<file path="src/shared/gtv_pkg.sv">
// Package of constants and types for the group voucher granter
// Contract
// [RULE1] Voucher group is 1 for network management, 2 for LAN copy, 3 for SCCP.
// [RULE2] Every granter member number lies in 0 through 31.
// [RULE3] A new granter takes the lowest member number free among its type.
// [RULE4] LAN-copy and SCCP member numbers are allocated independently.
// [RULE5] Beyond 25 translation or 30 LAN-copy granters, new cards get member 31.
// [RULE6] Link card issues a voucher with the group matching its message class.
// [RULE7] Vouchers pass unchanged by granters without capacity.
// [RULE8] Accepting granter makes a ticket, writes its member, decrements every bus counter. A grant in a reload cycle leaves the counters at capacity instead.
// [RULE9] A granter whose counter reached zero stops granting.
// [RULE10] Granters periodically reload per-bus counters from available capacity.
// [RULE11] Requester maps saved group and returned member to the bus address.
// [RULE12] Link cards discard sequenced class 1 SCCP traffic from high-speed links.
// [RULE13] Class 0 SCCP for the node is discarded when the SCCP queue is full.
// [RULE14] SCCP messages queued longer than 2 seconds are discarded.
// [RULE15] LAN-copy messages are discarded on full queue or after 2 seconds.
// [RULE16] Discards increment the lost-SCCP or LAN-copy discard counters.
// [RULE17] Voucher handling applies only to SCCP for the node's own point codes.
// [RULE18] A counter never drops below zero; at zero the voucher passes on.
package gtv_pkg;
   localparam int         NUM_BUS       = 2;
   localparam int         CNT_W         = 8;
   localparam int         MEMBER_W      = 5;
   localparam int         SLOT_W        = 5;
   localparam int         NUM_SLOT      = 32;
   localparam logic [4:0] GRP_NETMGMT   = 5'h01;
   localparam logic [4:0] GRP_LAN_COPY  = 5'h02;
   localparam logic [4:0] GRP_SCCP      = 5'h03;
   localparam logic [4:0] MEMBER_MAX    = 5'h1f;
   localparam logic [5:0] SCCP_LIMIT    = 6'h19;
   localparam logic [5:0] LAN_LIMIT     = 6'h1e;
   localparam int         RELOAD_US     = 100;
   localparam int         CLK_MHZ       = 25;
   localparam int         RELOAD_CYC    = RELOAD_US * CLK_MHZ;
   localparam int         RELOAD_W      = 12;

   typedef enum logic {GTV_VOUCHER, GTV_TICKET} gtv_kind_e;

   typedef struct packed {
      gtv_kind_e  kind;
      logic [4:0] group;
      logic [7:0] source;
   } gtv_packet_s;

   typedef struct packed {
      logic       valid;
      logic       is_lan;
      logic [4:0] slot;
   } gtv_add_s;
endpackage : gtv_pkg

</file>
<file path="src/hw/gtv_granter.sv">
`timescale 1ns/100ps
// Voucher granter: member allocation, grant counters, voucher to ticket
module gtv_granter (
   input  wire logic                                ref_clk,
   input  wire logic                                reset,
   input  wire gtv_pkg::gtv_add_s                   card_add,
   input  wire logic [gtv_pkg::SLOT_W-1:0]          query_slot,
   output logic      [gtv_pkg::MEMBER_W-1:0]        query_member,
   output logic      [gtv_pkg::MEMBER_W-1:0]        assigned_member,
   output logic                                     assigned_valid,
   input  wire logic                                own_is_lan,
   input  wire logic [gtv_pkg::MEMBER_W-1:0]        own_member,
   input  wire logic [gtv_pkg::CNT_W-1:0]           capacity,
   input  wire logic                                pkt_in_valid,
   input  wire gtv_pkg::gtv_packet_s                pkt_in,
   output logic                                     pkt_out_valid,
   output gtv_pkg::gtv_packet_s                     pkt_out,
   output logic                                     granted,
   output logic      [gtv_pkg::NUM_BUS*gtv_pkg::CNT_W-1:0] grant_count
);
   // Member allocation state per type
   logic [31:0] used_sccp_r, used_sccp_nxt;
   logic [31:0] used_lan_r,  used_lan_nxt;
   logic [5:0]  n_sccp_r,    n_sccp_nxt;
   logic [5:0]  n_lan_r,     n_lan_nxt;
   logic [4:0]  asg_r,       asg_nxt;
   logic        asg_v_r,     asg_v_nxt;
   logic [4:0]  new_member;

   function automatic logic [4:0] lowest_free(input logic [31:0] used);
      logic [4:0] m;
      m = gtv_pkg::MEMBER_MAX;
      for (int i = 31; i >= 0; i--) begin
         if (!used[i]) begin
            m = 5'(i);
         end
      end
      return m;
   endfunction : lowest_free

   always_comb begin
      used_sccp_nxt = used_sccp_r;
      used_lan_nxt  = used_lan_r;
      n_sccp_nxt    = n_sccp_r;
      n_lan_nxt     = n_lan_r;
      asg_v_nxt     = 1'b0;
      new_member    = gtv_pkg::MEMBER_MAX;
      // Separate pools, so both groups may hold the same member value
      if (card_add.valid && card_add.is_lan) begin //RULE4
         if (n_lan_r >= gtv_pkg::LAN_LIMIT) begin //RULE5
            new_member = gtv_pkg::MEMBER_MAX;
         end else begin
            new_member = lowest_free(used_lan_r); //RULE3
         end
         used_lan_nxt[new_member] = 1'b1;
         if (n_lan_r != 6'h3f) begin
            n_lan_nxt = n_lan_r + 6'h01;
         end
         asg_v_nxt = 1'b1;
      end else if (card_add.valid) begin
         if (n_sccp_r >= gtv_pkg::SCCP_LIMIT) begin //RULE5
            new_member = gtv_pkg::MEMBER_MAX;
         end else begin
            new_member = lowest_free(used_sccp_r); //RULE3
         end
         used_sccp_nxt[new_member] = 1'b1;
         if (n_sccp_r != 6'h3f) begin
            n_sccp_nxt = n_sccp_r + 6'h01;
         end
         asg_v_nxt = 1'b1;
      end
      asg_nxt = asg_v_nxt ? new_member : asg_r; //RULE2
   end

   always_ff @(posedge ref_clk) begin
      if (reset) begin
         used_sccp_r <= '0;
         used_lan_r  <= '0;
         n_sccp_r    <= '0;
         n_lan_r     <= '0;
         asg_r       <= '0;
         asg_v_r     <= 1'b0;
      end else begin
         used_sccp_r <= used_sccp_nxt;
         used_lan_r  <= used_lan_nxt;
         n_sccp_r    <= n_sccp_nxt;
         n_lan_r     <= n_lan_nxt;
         asg_r       <= asg_nxt;
         asg_v_r     <= asg_v_nxt;
      end
   end

   assign assigned_member = asg_r;
   assign assigned_valid  = asg_v_r;

   gtv_member_table u_table (
      .ref_clk   (ref_clk),
      .reset     (reset),
      .wr_en     (card_add.valid),
      .wr_slot   (card_add.slot),
      .wr_member (new_member),
      .rd_slot   (query_slot),
      .rd_member (query_member)
   );

   // Grant counters, one per bus, and packet path
   logic [gtv_pkg::CNT_W-1:0]    cnt_r [gtv_pkg::NUM_BUS];
   logic [gtv_pkg::CNT_W-1:0]    cnt_nxt [gtv_pkg::NUM_BUS];
   logic [gtv_pkg::RELOAD_W-1:0] tmr_r, tmr_nxt;
   gtv_pkg::gtv_packet_s         pkt_r, pkt_nxt;
   logic                         pv_r, pv_nxt;
   logic                         gr_r, gr_nxt;
   logic                         reload;
   logic                         has_cap;
   logic [4:0]                   own_group;

   always_comb begin
      own_group = own_is_lan ? gtv_pkg::GRP_LAN_COPY : gtv_pkg::GRP_SCCP; //RULE1
      reload    = (tmr_r == gtv_pkg::RELOAD_W'(gtv_pkg::RELOAD_CYC - 1));
      tmr_nxt   = reload ? '0 : tmr_r + 1'b1;
      // Capacity only while every bus counter is nonzero
      has_cap = 1'b1;
      for (int b = 0; b < gtv_pkg::NUM_BUS; b++) begin
         if (cnt_r[b] == '0) begin
            has_cap = 1'b0; //RULE9
         end
      end
      pkt_nxt = pkt_in;
      pv_nxt  = pkt_in_valid;
      gr_nxt  = 1'b0;
      for (int b = 0; b < gtv_pkg::NUM_BUS; b++) begin
         cnt_nxt[b] = cnt_r[b];
      end
      if (pkt_in_valid && pkt_in.kind == gtv_pkg::GTV_VOUCHER &&
          pkt_in.group == own_group && has_cap) begin //RULE7
         pkt_nxt.kind  = gtv_pkg::GTV_TICKET; //RULE8
         pkt_nxt.group = own_member; //RULE8
         gr_nxt        = 1'b1;
         for (int b = 0; b < gtv_pkg::NUM_BUS; b++) begin
            // Guard kept although has_cap already blocks a grant at zero
            if (cnt_r[b] != '0) begin
               cnt_nxt[b] = cnt_r[b] - 1'b1; //RULE18
            end
         end
      end
      // Reload takes priority; a grant in the same cycle is absorbed by the fresh value
      if (reload) begin
         for (int b = 0; b < gtv_pkg::NUM_BUS; b++) begin
            cnt_nxt[b] = capacity; //RULE10
         end
      end
   end

   always_ff @(posedge ref_clk) begin
      if (reset) begin
         for (int b = 0; b < gtv_pkg::NUM_BUS; b++) begin
            cnt_r[b] <= '0;
         end
         tmr_r <= '0;
         pkt_r <= '0;
         pv_r  <= 1'b0;
         gr_r  <= 1'b0;
      end else begin
         for (int b = 0; b < gtv_pkg::NUM_BUS; b++) begin
            cnt_r[b] <= cnt_nxt[b];
         end
         tmr_r <= tmr_nxt;
         pkt_r <= pkt_nxt;
         pv_r  <= pv_nxt;
         gr_r  <= gr_nxt;
      end
   end

   always_comb begin
      for (int b = 0; b < gtv_pkg::NUM_BUS; b++) begin
         grant_count[b*gtv_pkg::CNT_W +: gtv_pkg::CNT_W] = cnt_r[b];
      end
   end

   assign pkt_out       = pkt_r;
   assign pkt_out_valid = pv_r;
   assign granted       = gr_r;

   a_grant_ticket: assert property (@(posedge ref_clk) disable iff (reset) //RULE8
      granted |-> pkt_out_valid && pkt_out.kind == gtv_pkg::GTV_TICKET
                  && pkt_out.group == $past(own_member))
      else $error("grant without ticket carrying member");
   a_pass_unchanged: assert property (@(posedge ref_clk) disable iff (reset) //RULE7
      pkt_in_valid && !(pkt_in.kind == gtv_pkg::GTV_VOUCHER && pkt_in.group == own_group
      && has_cap) |=> pkt_out_valid && pkt_out == $past(pkt_in) && !granted)
      else $error("packet altered without grant");
   a_no_grant_zero: assert property (@(posedge ref_clk) disable iff (reset) //RULE9
      cnt_r[0] == '0 |=> !granted)
      else $error("grant from empty counter");
   a_no_grant_bus1: assert property (@(posedge ref_clk) disable iff (reset) //RULE9
      cnt_r[1] == '0 |=> !granted)
      else $error("grant from empty second counter");
   a_cnt_decrement: assert property (@(posedge ref_clk) disable iff (reset) //RULE18
      gr_nxt && !reload |=> cnt_r[0] == $past(cnt_r[0]) - 1'b1)
      else $error("counter not decremented by one");
   a_cnt_floor: assert property (@(posedge ref_clk) disable iff (reset) //RULE18
      cnt_r[1] == '0 && !reload |=> cnt_r[1] == '0)
      else $error("counter wrapped below zero");
   a_cnt_reload: assert property (@(posedge ref_clk) disable iff (reset) //RULE10
      reload |=> cnt_r[1] == $past(capacity))
      else $error("counter not reloaded");
   a_group_match: assert property (@(posedge ref_clk) disable iff (reset) //RULE1
      granted |-> $past(pkt_in_valid) && $past(pkt_in.group) == $past(own_group))
      else $error("grant for a foreign group");
   a_member_range: assert property (@(posedge ref_clk) disable iff (reset) //RULE5
      card_add.valid && !card_add.is_lan && n_sccp_r >= gtv_pkg::SCCP_LIMIT
      |=> assigned_valid && assigned_member == gtv_pkg::MEMBER_MAX)
      else $error("overflow card not given member 31");
   a_lan_overflow: assert property (@(posedge ref_clk) disable iff (reset) //RULE5
      card_add.valid && card_add.is_lan && n_lan_r >= gtv_pkg::LAN_LIMIT
      |=> assigned_valid && assigned_member == gtv_pkg::MEMBER_MAX)
      else $error("overflow lan card not given member 31");
   a_member_lowest: assert property (@(posedge ref_clk) disable iff (reset) //RULE3
      card_add.valid && card_add.is_lan && n_lan_r == '0 && used_lan_r == '0
      |=> assigned_member == 5'h00)
      else $error("first card not member 0");
   a_member_indep: assert property (@(posedge ref_clk) disable iff (reset) //RULE4
      card_add.valid && card_add.is_lan |=> used_sccp_r == $past(used_sccp_r))
      else $error("lan card altered sccp pool");
endmodule : gtv_granter

</file>
<file path="src/hw/gtv_member_table.sv">
`timescale 1ns/100ps
// Member number table: one registered entry per card slot
module gtv_member_table (
   input  wire logic                           ref_clk,
   input  wire logic                           reset,
   input  wire logic                           wr_en,
   input  wire logic [gtv_pkg::SLOT_W-1:0]     wr_slot,
   input  wire logic [gtv_pkg::MEMBER_W-1:0]   wr_member,
   input  wire logic [gtv_pkg::SLOT_W-1:0]     rd_slot,
   output logic      [gtv_pkg::MEMBER_W-1:0]   rd_member
);
   logic [gtv_pkg::MEMBER_W-1:0] mem_r [gtv_pkg::NUM_SLOT];
   logic [gtv_pkg::MEMBER_W-1:0] rd_member_nxt;

   always_comb begin
      rd_member_nxt = mem_r[rd_slot];
   end

   always_ff @(posedge ref_clk) begin
      if (wr_en) begin
         mem_r[wr_slot] <= wr_member;
      end
      if (reset) begin
         rd_member <= '0;
      end else begin
         rd_member <= rd_member_nxt;
      end
   end
endmodule : gtv_member_table

</file>
<file path="config.mk">
export PLATFORM = sky130hd
export DESIGN_NAME = gtv_granter
export DESIGN_NICKNAME = d
export VERILOG_FILES = /design/src/shared/gtv_pkg.sv /design/src/hw/gtv_granter.sv /design/src/hw/gtv_member_table.sv
export SDC_FILE = /design/constraint.sdc
export NUM_CORES = 1
export LEC_CHECK = 0
export BUFFER_PORTS_ARGS = -buffer_cell sky130_fd_sc_hd__buf_2
export CAP_MARGIN = 20
export CORE_ASPECT_RATIO = 0.6
export CORE_UTILIZATION = 60
export CTS_CLUSTER_DIAMETER = 30
export CTS_CLUSTER_SIZE = 16
export DETAILED_ROUTE_END_ITERATION = 16
export PLACE_DENSITY_LB_ADDON = 0.12
export SYNTH_ARGS = -nofsm -noshare
export SYNTH_HDL_FRONTEND = slang
export SYNTH_SLANG_ARGS = --single-unit
</file>
<file path="constraint.sdc">
create_clock -name ref_clk -period 3.5 [get_ports ref_clk]
set_clock_uncertainty 0.1 [all_clocks]
set_input_delay 0.7 -clock ref_clk [delete_from_list [all_inputs] [get_ports ref_clk]]
set_output_delay 0.7 -clock ref_clk [all_outputs]
set_load 0.01 [all_outputs]
</file>
==> results of run 1 <==
-- final timing paths --
path         cells after the start                    to        from  slack, ns
max                              7  u_table.mem_r[15][0]  n_lan_r[0]       0.83
min                              2            pkt_out[7]   pkt_in[7]       0.32
max reg2reg                      7  u_table.mem_r[15][0]  n_lan_r[0]       0.83
min reg2reg                      1              tmr_r[0]    tmr_r[0]       0.36
-- cell families after synthesis --
group                      after synthesis  synth area share (%)
DFF                                    289                  61.0
and+or+nand+nor                        277                  12.1
AOI/OAI and AO/OA                      177                  10.7
buffers and inverters                  104                  3.41
muxes                                   51                  9.38
xor gates and xnor gates                34                  2.46
adders and majority gates                9                 0.930
-- cells in the final DEF (no fill, tap or decap), types with 4 or more instances in the layout --
| cell type | count |
|---|---|
| nand4b_1 | 5 |
| nand2b_1 | 12 |
| nor2_1 | 85 |
| xnor2_1 | 9 |
| or3_1 | 10 |
| nor2b_1 | 15 |
| o21ai_0 | 12 |
| nand4_1 | 26 |
| ha_1 | 9 |
| dfxtp_1 | 129 |
| clkinv_4 | 4 |
| nor3_1 | 10 |
| nor4_1 | 4 |
| xor2_1 | 25 |
| nand3_1 | 28 |
| inv_6 | 8 |
| a22o_1 | 5 |
| a31oi_1 | 7 |
| a41oi_1 | 5 |
| edfxtp_1 | 160 |
| inv_1 | 70 |
| a21oi_1 | 39 |
| o21bai_1 | 7 |
| o22ai_1 | 45 |
| mux4_2 | 50 |
| a21o_1 | 4 |
| buf_4 | 14 |
| nand3b_1 | 9 |
| nand2_1 | 42 |
| clkbuf_16 | 41 |
| o22ai_2 | 10 |
| clkinvlp_4 | 5 |
| o31ai_1 | 5 |
| a211oi_1 | 5 |
| buf_2 | 84 |
| inv_8 | 5 |
| and3_1 | 4 |
| o31a_1 | 4 |
-- power groups by stage --
| stage | combinational, mW | sequential, mW | clock [mW] |
|---|---|---|---|
| finish | 0.378 | 3.66 | 3.87 |
| global route | 0.408 | 3.66 | 4.06 |
| CTS | 0.377 | 3.66 | 3.91 |
| detailed placement | 0.373 | 3.73 | 0 |
| global placement | 0.366 | 3.73 | 0 |
| floorplan | 0.225 | 3.74 | 0 |
-- cell type report --
type                       count  share of cell area, %
antenna                        1                 0.0177
clock buffer                  43                   7.38
clock inverter                25                   1.77
inverter                      70                   1.86
multi-input combinational    548                   30.6
sequential                   289                   52.2
tap                          266                   2.35
timing repair buffer          99                   3.86
-- metrics by stage --
| step | cells | hold slack, ns | util (%) | cell area [sq um] | total power [mW] |
|---|---|---|---|---|---|
| floorplan | 941 | 0.326 | - | 12100 | 3.96 |
| CTS | 1340 | 0.307 | 73.0 | 14100 | 7.95 |
| detailed placement | 1272 | 0.358 | 66.3 | 12900 | 4.11 |
| finish | 1341 | 0.317 | 73.0 | 14100 | 7.91 |
| global route | 1341 | 0.318 | 73.0 | 14100 | 8.14 |
| global placement | 1272 | 0.346 | 66.3 | 12900 | 4.10 |
-- metal layers --
metal	track usage, %	vias up	share of wire [%]
li1	-	3795	-
met1	47.1	3992	47
met2	35.1	448	38
met3	10.1	34	13
met4	5.84	0	1.2
met5	0	-	0
-- state kept, by name, summed over array words and instances, names as in the netlist --
| name | cells |
|---|---|
| u_table.mem_r | 160 |
| used_lan_r | 31 |
| used_sccp_r | 31 |
| cnt_r | 16 |
| pkt_out | 14 |
| tmr_r | 12 |
| n_lan_r | 6 |
| n_sccp_r | 6 |
| assigned_member | 5 |
| u_table.rd_member | 5 |
| assigned_valid | 1 |
| granted | 1 |
| pkt_out_valid | 1 |
-- critical path: cells and delay by family, from the launching register on --
| kind | cells | cell delay (ns) |
|---|---|---|
| DFF | 1 | 0.40 |
| AOI/OAI and AO/OA | 2 | 0.67 |
| and+or+nand+nor | 2 | 0.64 |
| buffers and inverters | 2 | 0.38 |
| adders and majority gates | 1 | 0.18 |
==> results by group, run 1 <==
Timing
  • Period minus WS final: 2.67 ns
  • Period Utilization, post-route: 76.4%
  • Final hold violations: 0
  • Setup ws final: 0.827 ns
  • Worst relative slew slack: 48.2%
  • Setup_tns: 0 ns
  • Final setup fails: 0
  • Max Clock Freq: 374 MHz
  • RSZ-0062 raised after global routing: false
  • Tightest Pin Transition: 0.768 ns
  • Fin. max-slew vios: 0

Setup path
  • Crit path launch type: flop
  • Critical Path Slowest Stage Cell: a21oi_1
  • Worst EP arrival: 2.79 ns
  • Crit Path Max Fanout: 32
  • Crit-path cells: inv_1 > ha_1 > or2_0 > a21oi_1 > and3_1 > a32oi_2 > buf_4
  • Crit path kind: reg -> reg
  • Critical Path Max Stage Delay: 0.55 ns
  • WP data required: 3.61 ns
  • Worst setup EP type: flop

Yosys
  • Sequential-to-total area share from yosys stat: 61.0%
  • Most instantiated cells after synthesis: edfxtp_1, dfxtp_1, nor2_1
  • Mapped Cells: 941
  • Most common cell in the synthesized netlist: edfxtp_1
  • Post-synth cell types: 73
  • Fraction of registers with async set or reset after synthesis: 0%
  • Share of the synthesized area in the top cell type: 39.7%
  • Netlist Area Pre-Place: 12100 sq um
  • Area contributors post-synth: edfxtp_1, dfxtp_1, mux4_2
  • Ys Warns: 0
  • Syn avg cell area: 12.9 sq um
  • Synth area leader: edfxtp_1
  • Post-synth top flop: edfxtp_1
  • Syn nets: 993
  • Post-synth EDFFs: 160
  • Post-synthesis register bit count: 289

Worst hold path
  • Worst hold path class: in -> reg

Power
  • Sequential fraction of design power: 46.3%
  • Worst vdd ir: 0.404 mV
  • Logic pwr share: 4.8%
  • Pwr Density: 559 nW/um^2
  • Sw Pwr: 1.83 mW
  • Internal: 6.08 mW
  • Clock power share: 49.0%
  • Cell leakage power: 4.77 nW
  • Switch share: 23.1%

Drt
  • Via/cell ratio: 6.17
  • Antenna Nets Post-Route: 0
  • Residual DRC: 0
  • Per-cell routed wire length: 21.4 um
  • WL final: 28.6 mm
  • Via Count: 8269
  • First drt pass iteration count: 5
  • First-iteration detailed-routing DRC count: 866

Finish
  • Share of post-route cells with drive strength above 1: 23.6%
  • Register Area: 7390 sq um
  • Nets: 1097
  • Synth-to-Final Area Change: 16.8%
  • Multi-input logic area: 4320 sq um
  • Filler Cell Count: 1301

Place
  • Hpwl dp: 19.3 mm
  • Final Wtd Congestion: 0.906
  • Pre-CTS WS: 0.730 ns
  • Number of port buffers: 85

CTS
  • CTS root buffer: clkbuf_16
  • # resized after CTS: 0
  • Clock Pin Slew Worst Setup and Hold Paths: 0.06 ns
  • Worst-Skew Late Latency: 0.51 ns
  • Total clock buffers created by CTS: 37
  • Hold_buf cts: 0
  • Setup bufs post-CTS: 0
  • Max clock buf depth: 3
  • CTS tree: yes
  • Clock sink total: 289
  • # H-tree levels: 2

Job
  • Number of max-cap violations: 0

Run status
  • Status: finished clean

GRT
  • Vias in the first global route: 7556
  • Largest net degree at the start of global routing: 74
  • Gr ovfl total: 0
  • Total track usage: 28.5%
  • First-pass GRT wire length: 44.2 mm
  • Initial antenna violation count: 1

Floorplanning
  • Top Ports: 86
  • Die H: 112 um
  • FP Rows: 39
  • Die area: 20800 sq um
  • Core Region: 19400 sq um
  • Initial Util: 62.5%
  • Die Width: 185 um
Power figures use the tool's default switching activity.
==> inputs of run 2 (changes only) <==
--- a/config.mk
+++ b/config.mk
@@ -8,7 +8,7 @@
 export BUFFER_PORTS_ARGS = -buffer_cell sky130_fd_sc_hd__buf_2
 export CAP_MARGIN = 20
 export CORE_ASPECT_RATIO = 0.6
-export CORE_UTILIZATION = 60
+export CORE_UTILIZATION = 54
 export CTS_CLUSTER_DIAMETER = 30
 export CTS_CLUSTER_SIZE = 16
 export DETAILED_ROUTE_END_ITERATION = 16
==> constraint.sdc (replaced) <==
create_clock -name ref_clk -period 2.3 [get_ports ref_clk]
set_clock_uncertainty 0.1 [all_clocks]
set_input_delay 0.46 -clock ref_clk [delete_from_list [all_inputs] [get_ports ref_clk]]
set_output_delay 0.46 -clock ref_clk [all_outputs]
set_load 0.01 [all_outputs]
==> run 2 against run 1 <==
  * Sequential cell count stayed put
  * Hold slack worse by 0.25 ns
  * Count of clock-buffer cells in the layout stayed put
  * First-iteration DRC count up 12%
  * Non-clock buffer count rose by 78
  * Global-route usage shrank 0.99 points
  * Final area grew 5.7%
  * Combinational power is 78% higher
  * Register-to-register slack worse by 0.79 ns
  * Sequential power is 52% higher
  * Critical endpoint is now used_lan_r[19]
  * Largest cell class unchanged
==> results by group, run 2 (synthesis gave the netlist of run 1 again) <==
Run status
  • Status: finished clean

CTS
  • Setup bufs post-CTS: 0
  • CTS root buffer: clkbuf_16
  • CTS tree: yes
  • Clock Pin Slew Worst Setup and Hold Paths: 0.06 ns
  • Total clock buffers created by CTS: 38
  • Hold_buf cts: 0
  • Worst-Skew Late Latency: 0.53 ns
  • Clock sink total: 289
  • Max clock buf depth: 3
  • # H-tree levels: 2

Power
  • Cell leakage power: 5.23 nW
  • Pwr Density: 801 nW/um^2
  • Worst vdd ir: 0.568 mV
  • Power Total: 12.0 mW

Job
  • Number of max-cap violations: 0

Finish
  • Most frequent cells in the layout: edfxtp_1, dfxtp_1, nor2_1
  • Nets: 1176
  • Synth-to-Final Area Change: 23.5%
  • Multi-input logic area: 4420 sq um
  • Register Area: 7390 sq um
  • Most common cell after layout, fill and taps aside: edfxtp_1
  • Post-layout util: 67.9%
  • Share of post-route cells with drive strength above 1: 30.1%
  • # diodes: 0
  • Filler Cell Count: 1571
  • Max reg flops: 160
  • Largest regs: u_table.mem_r: 160 flops, used_lan_r: 31 flops, used_sccp_r: 31 flops
  • Reg with most FFs: u_table.mem_r
  • Post-route cell area: 15000 sq um

Floorplanning
  • FP Rows: 42
  • Die Width: 195 um
  • Die area: 23000 sq um
  • Initial Util: 55.0%
  • Core Region: 22000 sq um
  • Top Ports: 86
  • Die H: 118 um

Setup path
  • Crit Path Max Fanout: 3
  • Worst setup EP type: flop
  • Crit path launch type: flop
  • Worst EP arrival: 2.55 ns
  • WP data required: 2.58 ns
  • Crit path kind: reg -> reg

Place
  • Hpwl dp: 21.5 mm
  • Number of port buffers: 85
  • Final Wtd Congestion: 0.955
  • Placed cell area: 13600 sq um
  • Pre-CTS WS: -0.0601 ns

Drt
  • WL final: 31.0 mm
  • Via Count: 8699
  • Via/cell ratio: 6.05
  • First drt pass iteration count: 5
  • Per-cell routed wire length: 21.5 um
  • First-iteration detailed-routing DRC count: 970
  • Residual DRC: 0
  • Antenna Nets Post-Route: 0

Worst hold path
  • Worst hold path class: in -> reg

GRT
  • Total track usage: 27.5%
  • First-pass GRT wire length: 47.5 mm
  • Gr ovfl total: 0
  • Largest net degree at the start of global routing: 36
  • Initial antenna violation count: 0
  • Vias in the first global route: 8012

Timing
  • Setup_tns: 0 ns
  • Period minus WS final: 2.27 ns
  • Final setup fails: 0
  • RSZ-0062 raised after global routing: true
  • Worst relative slew slack: 60.0%
  • Tightest Pin Transition: 0.591 ns
  • Final hold violations: 0
  • Setup ws final: 0.0342 ns
  • Max Clock Freq: 441 MHz
  • Period Utilization, post-route: 98.5%
  • Fin. max-slew vios: 0
==> run 2: metal layers <==
metal / vias up / wire, um / part of all wire [%] / track usage [%]
li1: 3953 / - / - / -
met1: 4247 / 15200 / 49 / 45.7
met2: 467 / 11700 / 38 / 33.2
met3: 32 / 3740 / 12 / 9.60
met4: 0 / 337 / 1.1 / 5.71
met5: - / 0 / 0 / 0
==> run 2: worst paths after layout <==
check | startpoint | slack (ns) | cells past startpoint | to
worst min-delay path | pkt_in[2] | 0.07 | 2 | pkt_out[2]
worst max register to register | used_lan_r[23] | 0.03 | 7 | used_lan_r[19]
worst min register to register | tmr_r[0] | 0.37 | 1 | tmr_r[0]
worst max-delay path | used_lan_r[23] | 0.03 | 7 | used_lan_r[19]
==> run 2: report_power, final <==
part | switching (mW) | internal, mW
clock | 2.37 | 3.38
combinational | 0.378 | 0.295
sequential | 0.0312 | 5.54
==> run 2: area by class of cell <==
| cell class | count | area share (%) |
|---|---|---|
| Clock buffer | 43 | 6.76 |
| Clock inverter | 26 | 1.65 |
| Sequential cell | 289 | 49.4 |
| Multi-Input combinational cell | 548 | 29.5 |
| Inverter | 70 | 1.76 |
| Tap cell | 286 | 2.39 |
| Timing Repair Buffer | 177 | 8.51 |
==> run 2: stage by stage <==
| stage | hold WS (ns) | std cells |
|---|---|---|
| 6_report | 0.0664 | 1439 |
| 5_1_grt | 0.0536 | 1439 |
| 4_1_cts | 0.0492 | 1439 |
| 3_5_place_dp | 0.356 | 1370 |
| 3_3_place_gp | 0.343 | 1370 |
| 2_1_floorplan | 0.326 | 941 |
==> run 2: critical path, cell delays in order (launching register included) <==
cell	delay [ns]
dfxtp_1	0.31
inv_1	0.08
buf_4	0.12
a21oi_1	0.05
or4_4	0.52
a221oi_4	0.32
o2111ai_2	0.23
o32ai_1	0.41
==> run 2: what timing repair did <==
| action | in CTS | in global routing |
|---|---|---|
| pin swaps | 1 | 3 |
| endpoints found under the hold margin | 0 | 0 |
| endpoints found under the setup margin | 1 | 100 |
| gates resized for setup | 0 | 20 |
